--- config.mk ---
export PLATFORM = sky130hd
export DESIGN_NAME = scio_port
export DESIGN_NICKNAME = d
export VERILOG_FILES = /design/src/design/scio_pkg.sv /design/src/design/scio_sync.sv /design/src/design/scio_edge.sv /design/src/design/scio_port.sv
export VERILOG_INCLUDE_DIRS = /design/src /design/src/design
export SDC_FILE = /design/constraint.sdc
export NUM_CORES = 1
export LEC_CHECK = 0
export BUFFER_PORTS_ARGS = -buffer_cell sky130_fd_sc_hd__buf_2
export CORE_UTILIZATION = 51
export CTS_BUF_LIST = sky130_fd_sc_hd__clkbuf_8 sky130_fd_sc_hd__clkbuf_16
export CTS_CLUSTER_DIAMETER = 60
export DETAILED_ROUTE_END_ITERATION = 6
export GPL_ROUTABILITY_DRIVEN = 0
export GPL_TIMING_DRIVEN = 0
export PLACE_DENSITY = 0.78
export SLEW_MARGIN = 20
export SYNTH_ARGS = -nofsm -noshare
export SYNTH_HDL_FRONTEND = slang
export SYNTH_SLANG_ARGS = --single-unit
--- constraint.sdc ---
create_clock -name core_clk -period 1.95 [get_ports core_clk]
set_clock_uncertainty 0.05 [all_clocks]
set_input_delay 0 -clock core_clk [delete_from_list [all_inputs] [get_ports core_clk]]
set_output_delay 0 -clock core_clk [all_outputs]
set_load 0.05 [all_outputs]
--- src/design/scio_regs.svh ---
`ifndef SCIO_REGS_SVH
`define SCIO_REGS_SVH
// Data bus width for every DMA and I/O data word
`define SCIO_DATA_W        16
// Synchroniser depth for host strobes and acknowledges
`define SCIO_SYNC_STAGES   2
// Reset value of the DMA request level
`define SCIO_DMARQ_RST     1'b0
`endif

--- src/design/scio_pkg.sv ---
package scio_pkg;
    // Transfer phase of the data mover
    typedef enum logic [2:0] {
        SCIO_IDLE    = 3'b000,
        SCIO_REQ     = 3'b001,
        SCIO_MW_XFER = 3'b010,
        SCIO_UD_IN   = 3'b011,
        SCIO_UD_OUT  = 3'b100
    } scio_state_t;
endpackage : scio_pkg

--- src/design/scio_sync.sv ---
`timescale 1ns/1ps
`include "scio_regs.svh"
// Two-flop synchroniser, one generate lane per bit
module scio_sync #(
    parameter int W = 1
) (
    input  wire logic         core_clk,
    input  wire logic         rst_b,
    input  wire logic [W-1:0] async_in,
    output logic      [W-1:0] sync_out
);
    genvar i;
    generate
        for (i = 0; i < W; i++) begin : g_lane
            logic meta_q; // First stage, read only by second stage
            logic stab_q;
            always_ff @(posedge core_clk or negedge rst_b) begin
                if (!rst_b) begin
                    meta_q <= 1'b1;
                    stab_q <= 1'b1;
                end else begin
                    meta_q <= async_in[i];
                    stab_q <= meta_q;
                end
            end
            assign sync_out[i] = stab_q;
        end
    endgenerate
endmodule : scio_sync

--- src/design/scio_edge.sv ---
`timescale 1ns/1ps
// Edge finder on an already synchronised level
module scio_edge (
    input  wire logic core_clk,
    input  wire logic rst_b,
    input  wire logic level_in,
    output logic      rise,
    output logic      fall,
    output logic      any_edge
);
    logic prev_q; // Level seen one cycle ago
    always_ff @(posedge core_clk or negedge rst_b) begin
        if (!rst_b) begin
            prev_q <= 1'b1;
        end else begin
            prev_q <= level_in;
        end
    end
    assign rise     = level_in & ~prev_q;
    assign fall     = ~level_in & prev_q;
    assign any_edge = level_in ^ prev_q;
endmodule : scio_edge

--- src/design/scio_port.sv ---
`timescale 1ns/1ps
`include "scio_regs.svh"
// Contract
// - Acknowledge I/O reads while selected
// - Request DMA when ready to move data
// - Read strobe reads, write strobe writes
// - Hold request until acknowledge, then re-request
// - True IDE: request undriven when unselected
// - DMA: enables negated, 16-bit words
// - Drive read data only during strobe
// - True IDE reads same as I/O mode; input acknowledge here is I/O mode only
// - Host not ready pauses data-in
// - Capture word on both strobe edges
// - Cable select low means master
// - Stop ends the Ultra DMA burst
module scio_port #(
    parameter int DW = `SCIO_DATA_W
) (
    input  wire logic          core_clk,
    input  wire logic          rst_b,
    // Card-side configuration and core handshakes
    input  wire logic          mode_io,
    input  wire logic          mode_true_ide,
    input  wire logic          udma_active,
    input  wire logic          udma_dir_in,
    input  wire logic          dev_selected,
    input  wire logic          drive_head_dev,
    input  wire logic          core_xfer_pending,
    input  wire logic [DW-1:0] core_rd_data,
    input  wire logic          core_rd_valid,
    output logic               core_rd_take,
    output logic [DW-1:0]      core_wr_data,
    output logic               core_wr_valid,
    output logic               dev_is_master,
    output logic               udma_burst_stop,
    // Host pins
    input  wire logic          card_enable_low_n,
    input  wire logic          card_enable_high_n,
    input  wire logic          host_io_read_strobe_n,
    input  wire logic          host_io_write_strobe_n,
    input  wire logic          dma_ack_n,
    input  wire logic          host_dma_ready_n,
    input  wire logic          host_strobe,
    input  wire logic          udma_stop,
    input  wire logic          cable_select_n,
    input  wire logic [DW-1:0] data_in,
    output logic [DW-1:0]      data_out,
    output logic               data_oe,
    output logic               input_ack_n,
    output logic               dma_req_out,
    output logic               dma_req_oe
);
    // ----------------------------------------
    // Synchronisers
    // ----------------------------------------
    logic [8:0] s; // Synchronised host controls
    scio_sync #(.W(9)) u_sync (
        .core_clk (core_clk),
        .rst_b    (rst_b),
        .async_in ({card_enable_low_n, card_enable_high_n, host_io_read_strobe_n,
                    host_io_write_strobe_n, dma_ack_n, host_dma_ready_n,
                    host_strobe, udma_stop, cable_select_n}),
        .sync_out (s)
    );
    logic ce_lo_n, ce_hi_n, rd_n, wr_n, ack_n, rdy_n, hstb, stop, cable_select_n_n;
    assign {ce_lo_n, ce_hi_n, rd_n, wr_n, ack_n, rdy_n, hstb, stop, cable_select_n_n} = s;

    // Data bus: two flops too, so a captured word settles with its strobe
    logic [DW-1:0] din_m_q;  // First stage, read only by second
    logic [DW-1:0] din_s_q;  // Settled bus word
    always_ff @(posedge core_clk or negedge rst_b) begin
        if (!rst_b) begin
            din_m_q <= '0;
            din_s_q <= '0;
        end else begin
            din_m_q <= data_in;
            din_s_q <= din_m_q;
        end
    end

    // ----------------------------------------
    // Edge finders
    // ----------------------------------------
    logic hstb_any;          // Host strobe toggled
    logic wr_rise;           // Trailing edge of write strobe
    logic rd_rise;           // End of read strobe
    scio_edge u_hstb (
        .core_clk (core_clk), .rst_b (rst_b), .level_in (hstb),
        .rise (), .fall (), .any_edge (hstb_any)
    );
    scio_edge u_wr (
        .core_clk (core_clk), .rst_b (rst_b), .level_in (wr_n),
        .rise (wr_rise), .fall (), .any_edge ()
    );
    scio_edge u_rd (
        .core_clk (core_clk), .rst_b (rst_b), .level_in (rd_n),
        .rise (rd_rise), .fall (), .any_edge ()
    );

    // ----------------------------------------
    // Decoded conditions
    // ----------------------------------------
    logic card_sel;          // Either card enable low
    logic dma_ack;           // Host acknowledge asserted
    logic pio_read;          // I/O read cycle in progress
    assign card_sel = ~ce_lo_n | ~ce_hi_n;
    assign dma_ack  = ~ack_n;
    // True IDE outside Ultra DMA behaves like I/O mode
    assign pio_read = (mode_io | mode_true_ide) & ~udma_active & card_sel
                      & dev_selected & ~rd_n;

    // ----------------------------------------
    // Transfer state machine
    // ----------------------------------------
    scio_pkg::scio_state_t state_q;
    always_ff @(posedge core_clk or negedge rst_b) begin
        if (!rst_b) begin
            state_q <= scio_pkg::SCIO_IDLE;
        end else begin
            unique case (state_q)
                scio_pkg::SCIO_IDLE: begin
                    // Request only when data can move
                    if (core_xfer_pending) begin
                        state_q <= scio_pkg::SCIO_REQ;
                    end
                end
                scio_pkg::SCIO_REQ: begin
                    // Request stays up until the host acknowledges
                    if (dma_ack) begin
                        if (!udma_active) begin
                            state_q <= scio_pkg::SCIO_MW_XFER;
                        end else if (udma_dir_in) begin
                            state_q <= scio_pkg::SCIO_UD_IN;
                        end else begin
                            state_q <= scio_pkg::SCIO_UD_OUT;
                        end
                    end
                end
                scio_pkg::SCIO_MW_XFER, scio_pkg::SCIO_UD_IN,
                scio_pkg::SCIO_UD_OUT: begin
                    // Stop or released acknowledge closes the burst
                    if (!dma_ack || (udma_active && stop)) begin
                        state_q <= scio_pkg::SCIO_IDLE;
                    end
                end
                default: begin
                    state_q <= scio_pkg::SCIO_IDLE;
                end
            endcase
        end
    end

    // ----------------------------------------
    // DMA request pin
    // ----------------------------------------
    logic req_lvl;           // Request level
    logic req_en;            // Request driven
    assign req_lvl = (state_q == scio_pkg::SCIO_REQ);
    // In True IDE, float the line when the drive-head register selects the other unit
    assign req_en  = ~mode_true_ide | drive_head_dev;
    always_ff @(posedge core_clk or negedge rst_b) begin
        if (!rst_b) begin
            dma_req_out <= `SCIO_DMARQ_RST;
            dma_req_oe  <= 1'b0;
        end else begin
            dma_req_out <= req_lvl & req_en;
            dma_req_oe  <= req_en;
        end
    end

    // ----------------------------------------
    // Input acknowledge
    // ----------------------------------------
    always_ff @(posedge core_clk or negedge rst_b) begin
        if (!rst_b) begin
            input_ack_n <= 1'b1;
        end else begin
            // Only I/O mode answers; memory mode leaves it idle
            input_ack_n <= ~(pio_read & mode_io);
        end
    end

    // ----------------------------------------
    // Read data drive
    // ----------------------------------------
    logic mw_rd;             // Multiword read strobe active
    logic ud_send;           // Ultra DMA data-in may advance
    // Read strobe means device-to-host during Multiword DMA
    assign mw_rd   = (state_q == scio_pkg::SCIO_MW_XFER) & ~rd_n;
    // Host not ready pauses the data-in burst
    assign ud_send = (state_q == scio_pkg::SCIO_UD_IN) & ~rdy_n;
    always_ff @(posedge core_clk or negedge rst_b) begin
        if (!rst_b) begin
            data_out <= '0;
            data_oe  <= 1'b0;
        end else begin
            // Bus is released one cycle after the synchronised strobe is seen high
            data_oe <= pio_read | mw_rd | ud_send;
            if (core_rd_valid && (pio_read || mw_rd || ud_send)) begin
                data_out <= core_rd_data;
            end
        end
    end

    // One word consumed per Multiword read strobe, or per cycle while ready
    always_ff @(posedge core_clk or negedge rst_b) begin
        if (!rst_b) begin
            core_rd_take <= 1'b0;
        end else begin
            core_rd_take <= core_rd_valid & (ud_send | ((state_q ==
                            scio_pkg::SCIO_MW_XFER) & rd_rise));
        end
    end

    // ----------------------------------------
    // Write data capture
    // ----------------------------------------
    logic ud_cap;            // Ultra DMA strobe edge
    logic mw_cap;            // Multiword write trailing edge
    // Both strobe edges carry a word; idle strobe just waits
    assign ud_cap = (state_q == scio_pkg::SCIO_UD_OUT) & hstb_any;
    assign mw_cap = (state_q == scio_pkg::SCIO_MW_XFER) & wr_rise;
    always_ff @(posedge core_clk or negedge rst_b) begin
        if (!rst_b) begin
            core_wr_data  <= '0;
            core_wr_valid <= 1'b0;
        end else begin
            core_wr_valid <= ud_cap | mw_cap;
            if (ud_cap || mw_cap) begin
                core_wr_data <= din_s_q;
            end
        end
    end

    // ----------------------------------------
    // Status outputs
    // ----------------------------------------
    always_ff @(posedge core_clk or negedge rst_b) begin
        if (!rst_b) begin
            dev_is_master   <= 1'b0;
            udma_burst_stop <= 1'b0;
        end else begin
            // In True IDE, grounded pin selects master; pulled-up open pin is slave
            dev_is_master   <= mode_true_ide & ~cable_select_n_n;
            udma_burst_stop <= udma_active & stop & (state_q != scio_pkg::SCIO_IDLE) &
                               (state_q != scio_pkg::SCIO_REQ);
        end
    end
endmodule : scio_port

==> flow_summary.ini, run 1 <==
[global_routing]
grt_first_pass_wirelength_um = 10400
use_met2 = 0.368
grtUsageMet3 = 0.0744
busiest_layer = met2
grtUsageMet1 = 0.260
grt.total_usage = 0.221
overflow = 0
antenna_found_initial = 0
grt_pass1_vias = 2258
grt_max_degree = 54

[sta]
rsz0062_at_grt = false
final_max_slew_viol_count = 0
setup_violations = 0
fin_tns_setup_ps = 0
final-hold-violation-count = 0
final.period_utilization = 0.935
fmax_mhz = 549
worstMarginPinSlew_ps = 718
maxSlewHeadroom = 0.517
min_period_ps = 1820

[clocking]
clock_path_buffers = 2
clkTransAtPathRegs_ps = 90
cts_tree = yes
root_buffer = clkbuf_8
cts_buffers = 9
cts_max_level = 3
clk_latency_ps = 360
cts_num_sinks = 96
cts_setup_buffers = 0
cts_resized = 0

[worst_setup_path]
critPathBufInv = 1
worst_path_max_delay_cell = nor4_2
cp_slowest_stage_delay_ps = 640
crit_arrival_ps = 2010
worst_setup_path_end_kind = flop
cp_max_fo = 10
crit_chain = o2bb2ai_1 -> nor4_2 -> buf_2 -> o22ai_1
start_kind = flop
r2r_slack_ps = 130
crit_family = simple AND/OR/NAND/NOR gates
worstPathRequired_ps = 2140
path_class = reg2reg

[synthesis]
synth_fa_ha_area_frac = 0
syn_area_um2 = 3230
synth-seq-cells = 96
synthArstFlopShare = 1.00
yosys.area_share.xor_xnor = 0.00271
synth.most_common_cell = dfrtp_1
syn-instance-count = 208
synth_cell_types = 34
synth.top_cell.area_share = 0.573
synth-simple-area-share = 0.0604
synth_edf_count = 0
syn_avg_cell_area_um2 = 15.5
synth_top_area_cell = dfrtp_1
synth_common_cells = 74 x dfrtp_1, 22 x dfstp_2, 19 x nand2_1
synth.yosys.seq_area_share = 0.752
muxShareOfSynthArea = 0.0708
yosysWarnings = 0
synth-compound-area-share = 0.0871
synth_fp_nets = 259
ys_top_cells_by_area = dfrtp_1 57%, dfstp_2 18%, mux2_4 4.6%
yosys_most_used_dff = dfrtp_1
synth_top_family_by_area = compound AO/OA/AOI/OAI gates

[route]
drt-initial-drc-count = 142
postRouteAntennaNets = 0
drc = 0
dr.pass1.iters = 5
vias = 2260
wl_per_cell_um = 15.2
via_per_inst = 5.08
routed_wl_um = 6750

[die]
core_region_area_um2 = 6030
dieArea_um2 = 6660
rows = 28
die_width_um = 81.6
start_util = 0.536
top_level_ports = 91
die_h_um = 81.6

[finish]
drive_gt1_frac = 0.424
area_growth_pct = 41.6
nNetsFinal = 416
n_antenna_cell = 0

[place]
hpwl_um = 3900
io_buffers = 89

[power]
peakVddDrop_v = 0.00107
power.density_nw_per_um2 = 1410
power_uw = 6470
p_leak_uw = 0.00218

[job]
maxCapViolCount = 0

[run_status]
outcome = complete, no violations

[min_path]
min_path_type = in2async
## area by class of cell
class	count	area [um^2]
Sequential cell	96	2430
Fill cell	376	1450
Timing Repair Buffer	146	1040
Multi-Input combinational cell	97	714
Clock buffer	11	151
Tap cell	75	93.8
Buffer	10	68.8
Clock inverter	5	63.8
Inverter	5	18.8
## metrics by stage
stage / worst slack [ps] / instances / hold slack [ps] / area, um^2 / utilization
6_report: 128 / 445 / 128 / 4580 / 0.760
5_1_grt: 43.0 / 445 / 139 / 4580 / 0.760
4_1_cts: 181 / 445 / 101 / 4580 / 0.760
3_5_place_dp: 192 / 373 / -14.5 / 3800 / 0.631
3_3_place_gp: 18.8 / 372 / 56.7 / 3770 / 0.626
2_1_floorplan: 338 / 208 / -346 / 3230 / -
## flip-flops by register name, indices dropped and copies added (netlist names), 3 cells and up
name and count:
u_sync.g_lane.meta_q 9, u_sync.g_lane.stab_q 9, data_out 16, din_m_q 16, state_q 3, core_wr_data 16
din_s_q 16
## layer usage
layer,wire [um],vias to the layer above
met3,365,20
met1,2620,1122
met5,0,-
li1,-,1027
met2,3570,91
met4,204,0
## cells in the final DEF (no fill, tap or decap), types with 2 or more instances in the layout
cell	instances
nand2b_1	4
dlygate4sd3_1	56
nor2_1	3
o21ai_0	17
inv_1	5
nand2_1	19
dfrtp_1	74
buf_2	93
clkbuf_8	11
mux2_4	10
dfstp_2	22
o22ai_1	16
clkinv_4	2
mux2_2	7
nor3_1	2
a21oi_1	2
clkbuf_1	2
## repair_timing
item                                   in CTS  in global routing
endpoints found under the hold margin      92                  0
setup endpoints to repair                   0                  0
hold buffers                               56                  0
## final timing paths
path | startpoint | to | depth (start not counted)
worst max-delay path | u_sync.g_lane[7].stab_q | data_out[13] | 4
worst min-delay path | rst_b | din_m_q[9] | 2
worst max register to register | u_sync.g_lane[7].stab_q | data_out[13] | 4
worst min register to register | din_m_q[3] | din_s_q[3] | 0
max in group asynchronous | rst_b | u_sync.g_lane[8].stab_q | 3
min in group core_clk | core_rd_valid | data_out[3] | 4
## cell families (layout without fill, tap and decap cells)
group / Yosys count / count (layout)
xor+xnor: 1 / 1
compound gates: 43 / 43
flops: 96 / 96
mux: 17 / 17
buf+inv: 15 / 177
simple gates: 36 / 36
## power breakdown
| part | internal (uW) | switching (uW) | total [uW] |
|---|---|---|---|
| combinational | 748 | 1760 | 2510 |
| sequential | 2420 | 213 | 2630 |
| clock | 674 | 662 | 1340 |
## worst reg2reg max path: cells and delay by family, from the launching register on
| family | cells | cell delay, ps |
|---|---|---|
| AND/OR/NAND/NOR | 1 | 640 |
| buffers and inverters | 1 | 350 |
| flip-flops | 1 | 360 |
| AO/OA/AOI/OAI | 2 | 310 |
Note: power is estimated with default switching activity, not from simulation.
==> run 2: changes to the inputs <==
Settings changed: MAX_ROUTING_LAYER from default to met4.
Clock period 1.95 ns to 1.7 ns, I/O delays scaled along.
==> run 2 against run 1 <==
Critical path depth increased by 1. Die area unchanged. Maximum frequency increased by 11%. Total power increased by 15%. Hold slack got worse by 100 ps. Register-to-register slack got worse by 70 ps. Critical path type unchanged. Critical endpoint unchanged. Highest routed layer unchanged.
==> flow_summary.ini, run 2 (synthesized netlist as in run 1, its figures left out) <==
[min_path]
min_path_type = in2reg
min-delay-start = dev_selected

[finish]
drive_gt1_frac = 0.437
nNetsFinal = 417
n_antenna_cell = 0
area_growth_pct = 42.4
layout_commonest_cell = buf_2
mostFrequentLayoutCells = 93 x buf_2, 73 x dfrtp_1, 54 x dlygate4sd3_1, 22 x dfstp_2, 19 x nand2_1

[route]
via_per_inst = 5.06
postRouteAntennaNets = 0
wl_per_cell_um = 15.1
routed_wl_um = 6720
vias = 2258
drt-initial-drc-count = 127
dr.pass1.iters = 4
drc = 0

[die]
top_level_ports = 91
die_h_um = 81.6
rows = 28
core_region_area_um2 = 6030
dieArea_um2 = 6660
die_width_um = 81.6
start_util = 0.536

[clocking]
cts_buffers = 9
clock_path_buffers = 2
cts_tree = yes
clkTransAtPathRegs_ps = 90
cts_num_sinks = 96
root_buffer = clkbuf_8
clk_latency_ps = 350
cts_max_level = 3

[worst_setup_path]
r2r_slack_ps = 60
crit_chain = mux2_4 -> o32a_1 -> buf_2 -> buf_6 -> o22ai_1
reg2regPathDepth = 5
worst_path_max_delay_cell = dfstp_2
path_class = reg2reg
path_depth = 5
cp_slowest_stage_delay_ps = 630
crit_arrival_ps = 1820
cp_max_fo = 10
setup.worst_path.start = u_sync.g_lane[6].stab_q
crit_end = data_out[13]
worst_setup_path_end_kind = flop
crit_family = flip-flops
r2r_start = u_sync.g_lane[6].stab_q
critPathBufInv = 2
r2r-end = data_out[13]
worstPathRequired_ps = 1880
start_kind = flop

[sta]
rsz0062_at_grt = false
final-hold-violation-count = 0
fin_tns_setup_ps = 0
min_period_ps = 1640
final_max_slew_viol_count = 0
setup_violations = 0
final.period_utilization = 0.963
fmax_mhz = 611
worstMarginPinSlew_ps = 575
maxSlewHeadroom = 0.617

[global_routing]
grt_max_degree = 54
overflow = 0
grt.total_usage = 0.229
grt_pass1_vias = 2261
antenna_found_initial = 0
grt_first_pass_wirelength_um = 10500

[place]
io_buffers = 89
hpwl_um = 3900

[power]
p_leak_uw = 0.00219
power.density_nw_per_um2 = 1610
peakVddDrop_v = 0.00122
power_uw = 7430

[job]
maxCapViolCount = 0

[run_status]
outcome = complete, no violations
run 2: cell types whose count changed in the layout (fill, tap and decap cells not counted), sizes merged:
cell         before  now
buf              97  100
dlygate4sd3      56   54
run 2: worst min-delay path, delay by kind of cell:
family / cells / cell delay (ps)
AND/OR/NAND/NOR: 3 / 300
buffers and inverters: 1 / 100
run 2: how the worst min path moves through the flow:
stage	to	slack [ps]	cells after the start
2_1_floorplan	core_rd_take	-350	0
3_3_place_gp	u_sync.g_lane[0].meta_q	60	1
3_5_place_dp	din_m_q[11]	-10	1
4_1_cts	input_ack_n	10	4
5_1_grt	input_ack_n	40	4
6_report	input_ack_n	30	4
run 2: metal layers:
| metal | share of wire | global-route usage |
|---|---|---|
| met5 | 0 | - |
| met4 | 0.036 | 0.102 |
| met3 | 0.053 | 0.0700 |
| met2 | 0.52 | 0.366 |
| met1 | 0.39 | 0.267 |
run 2: cell type report:
type | instances | area, um^2
inverters | 5 | 18.8
well taps | 75 | 93.8
flip-flops and latches | 96 | 2430
multi-input cells | 97 | 723
repair buffers | 147 | 1050
clock buffers | 11 | 151
fillers | 367 | 1420
plain buffers | 10 | 70.1
clock inverters | 5 | 63.8
run 2: timing repair:
action,in CTS,in global routing
hold buffers,54,0
gates resized for setup,1,3
pin swaps,1,2
cloned,0,0
endpoints found under the setup margin,19,12
setup buffers,1,2
hold endpoints to repair,92,0
run 2: power breakdown:
| group | switching, uW | leakage (uW) | internal (uW) |
|---|---|---|---|
| combinational | 2020 | 0.000956 | 867 |
| sequential | 243 | 0.00113 | 2770 |
| clock | 757 | 0.000111 | 773 |
| total | 3020 | 0.00219 | 4410 |
run 2: metrics by stage:
stage | util | cell area, um^2 | std cells | setup slack [ps] | hold WS [ps]
2_1_floorplan | - | 3230 | 208 | 88.2 | -346
6_report | 0.764 | 4600 | 446 | 62.2 | 25.9
4_1_cts | 0.761 | 4590 | 444 | 20.3 | 13.6
3_3_place_gp | 0.626 | 3770 | 372 | -231 | 56.7
3_5_place_dp | 0.631 | 3800 | 373 | -57.6 | -14.5
5_1_grt | 0.764 | 4600 | 446 | 12.2 | 36.7
==> run 3: changes to the inputs <==
--- a/config.mk
+++ b/config.mk
@@ -8,2 +8,3 @@
 export LEC_CHECK = 0
+export ABC_AREA = 1
 export BUFFER_PORTS_ARGS = -buffer_cell sky130_fd_sc_hd__buf_2
--- a/constraint.sdc
+++ b/constraint.sdc
@@ -4,2 +4,2 @@
 set_output_delay 0 -clock core_clk [all_outputs]
-set_load 0.05 [all_outputs]
+set_load 0.1 [all_outputs]
==> run 3 against run 2 <==
Sequential share of layout area increased by 1.4 points. Combinational power is 46% higher. Total power up 16%. Final cell count up 9.2%. Count of clock-buffer cells in the layout stayed put. Clock power is 7% lower. Cell area is 2.6% lower. Synthesized area fell by 0.27%. Via count is 3.7% higher. Maximum frequency is 9.3% higher.
==> flow_summary.ini, run 3 <==
[die]
start_util = 0.538
die_h_um = 81.5
top_level_ports = 91
dieArea_um2 = 6640
core_region_area_um2 = 5990
die_width_um = 81.5
rows = 28

[synthesis]
synth_edf_count = 0
synth_common_cells = 74 x dfrtp_1, 74 x nand2_1, 36 x nand3_1
synth_fp_nets = 307
synthArstFlopShare = 1.00
ys_top_cells_by_area = dfrtp_1 57%, dfstp_2 18%, nand2_1 8.6%
yosysWarnings = 0
synth_top_area_cell = dfrtp_1
synth.top_cell.area_share = 0.575
synth-seq-cells = 96
synth.yosys.seq_area_share = 0.754
syn_area_um2 = 3220
syn-instance-count = 256
synth_cell_types = 24
syn_avg_cell_area_um2 = 12.6
yosys_most_used_dff = dfrtp_1

[route]
vias = 2342
drt-initial-drc-count = 163
routed_wl_um = 6540
drc = 0
dr.pass1.iters = 4
via_per_inst = 4.81
postRouteAntennaNets = 0
wl_per_cell_um = 13.4

[sta]
final-hold-violation-count = 0
final.period_utilization = 0.882
fmax_mhz = 667
worstMarginPinSlew_ps = 744
maxSlewHeadroom = 0.504
rsz0062_at_grt = false
setup_violations = 0
final_max_slew_viol_count = 0
min_period_ps = 1500

[finish]
n_antenna_cell = 0
mostFrequentLayoutCells = 92 x buf_2, 74 x nand2_1, 74 x dfrtp_1, 50 x dlygate4sd3_1, 36 x nand3_1
nNetsFinal = 458
nFillCells = 393
final_cells = 487
fin_util = 0.749
drive_gt1_frac = 0.371
final_area_um2 = 4490
layout_commonest_cell = buf_2
area_growth_pct = 39.2

[clocking]
clock_path_buffers = 2
cts_setup_buffers = 0
root_buffer = clkbuf_8
cts_tree = yes
clk_latency_ps = 350
clkTransAtPathRegs_ps = 80
cts_max_level = 3
cts_num_sinks = 96
cts_resized = 0
cts_buffers = 9

[power]
p_sw_uw = 4480
p_int_uw = 4160
seq_power_share = 0.349
peakVddDrop_v = 0.00148
power.density_nw_per_um2 = 1930
sw_frac_of_total = 0.518
clkPwrFrac = 0.165
p_comb_frac = 0.485
p_leak_uw = 0.00232

[worst_setup_path]
worst_path_max_delay_cell = dfrtp_1
cp_max_fo = 10
crit_arrival_ps = 1690
worstPathRequired_ps = 1890
path_class = reg2reg
crit_chain = buf_4 -> nor3_2 -> nand2_2 -> buf_2 -> nand3_1 -> nand2_1
start_kind = flop
cp_slowest_stage_delay_ps = 370
worst_setup_path_end_kind = flop

[global_routing]
grt.total_usage = 0.229
grt_max_degree = 62
grt_pass1_vias = 2370
antenna_found_initial = 0
overflow = 0
grt_first_pass_wirelength_um = 10500

[place]
place_inst = 421
placed_area_um2 = 3780
hpwl_um = 3850
io_buffers = 89

[job]
maxCapViolCount = 0

[min_path]
min_path_type = in2reg

[run_status]
outcome = complete, no violations
## run 3: changes by cell type after synthesis, sizes merged, moves of 2 or more
cell | previous run | this run
nand3 | 1 | 37
mux2 | 17 | 0
nand2b | 4 | 0
o21ai | 17 | 2
nand2 | 19 | 86
inv | 5 | 7
nor2 | 4 | 10
clkbuf | 3 | 0
o22ai | 16 | 0
## run 3: cell type report
class,count,area (um^2),share of cell area
flip-flops and latches,96,2430,0.542
plain buffers,8,66.3,0.0148
well taps,75,93.8,0.0209
inverters,7,26.3,0.00586
repair buffers,140,968,0.216
clock inverters,5,26.3,0.00586
clock buffers,11,174,0.0388
multi-input cells,145,701,0.156
## run 3: power groups by stage
stage / sequential [uW] / clock, uW / combinational [uW]
after floorplan: 5760 / 0 / 689
after detailed placement: 3050 / 0 / 4110
after CTS: 3020 / 1490 / 4190
after global placement: 3030 / 0 / 4040
final: 3020 / 1430 / 4200
after global routing: 3070 / 1580 / 4390
## run 3: cell families after synthesis
| kind of cell | after synthesis | synth area share |
|---|---|---|
| xor gates and xnor gates | 1 | 0.00272 |
| buffers and inverters | 15 | 0.0287 |
| AOI/OAI and AO/OA | 6 | 0.0101 |
| and+or+nand+nor | 138 | 0.205 |
| DFF | 96 | 0.754 |
## run 3: worst max-delay path, delay by kind of cell, from the launching register on
family	cells	cell delay [ps]
buffers and inverters	2	390
flip-flops	1	370
AND/OR/NAND/NOR	4	580
## run 3: what timing repair did
action	4_1_cts	5_1_grt
hold endpoints to repair	88	0
endpoints found under the setup margin	0	0
hold buffers	50	0
## run 3: metrics by stage
step           TNS [ps]  power (uW)  setup slack (ps)  hold slack, ps
2_1_floorplan         0        6450               364            -346
3_5_place_dp          0        7160               200            56.1
3_3_place_gp     -16260        7070              -223            55.4
4_1_cts               0        8700               166            6.46
6_report              0        8650               201            32.9
5_1_grt               0        9040               106            46.4
## run 3: final timing paths
path,startpoint,end,slack (ps),cells past startpoint
worst min register to register,din_m_q[8],din_s_q[8],300,0
worst min-delay path,core_xfer_pending,state_q[0],30,5
max in group asynchronous,rst_b,u_rd.prev_q,680,3
worst max-delay path,state_q[0],core_wr_data[11],200,6
worst max register to register,state_q[0],core_wr_data[11],200,6
min in group asynchronous,rst_b,dev_is_master,220,2
## run 3: per-layer routing
layer	global-route usage	vias to the layer above	routed length [um]
met5	-	-	0
met4	0.130	0	163
met3	0.0389	14	310
met2	0.382	86	3490
met1	0.261	1126	2570
li1	-	1116	-
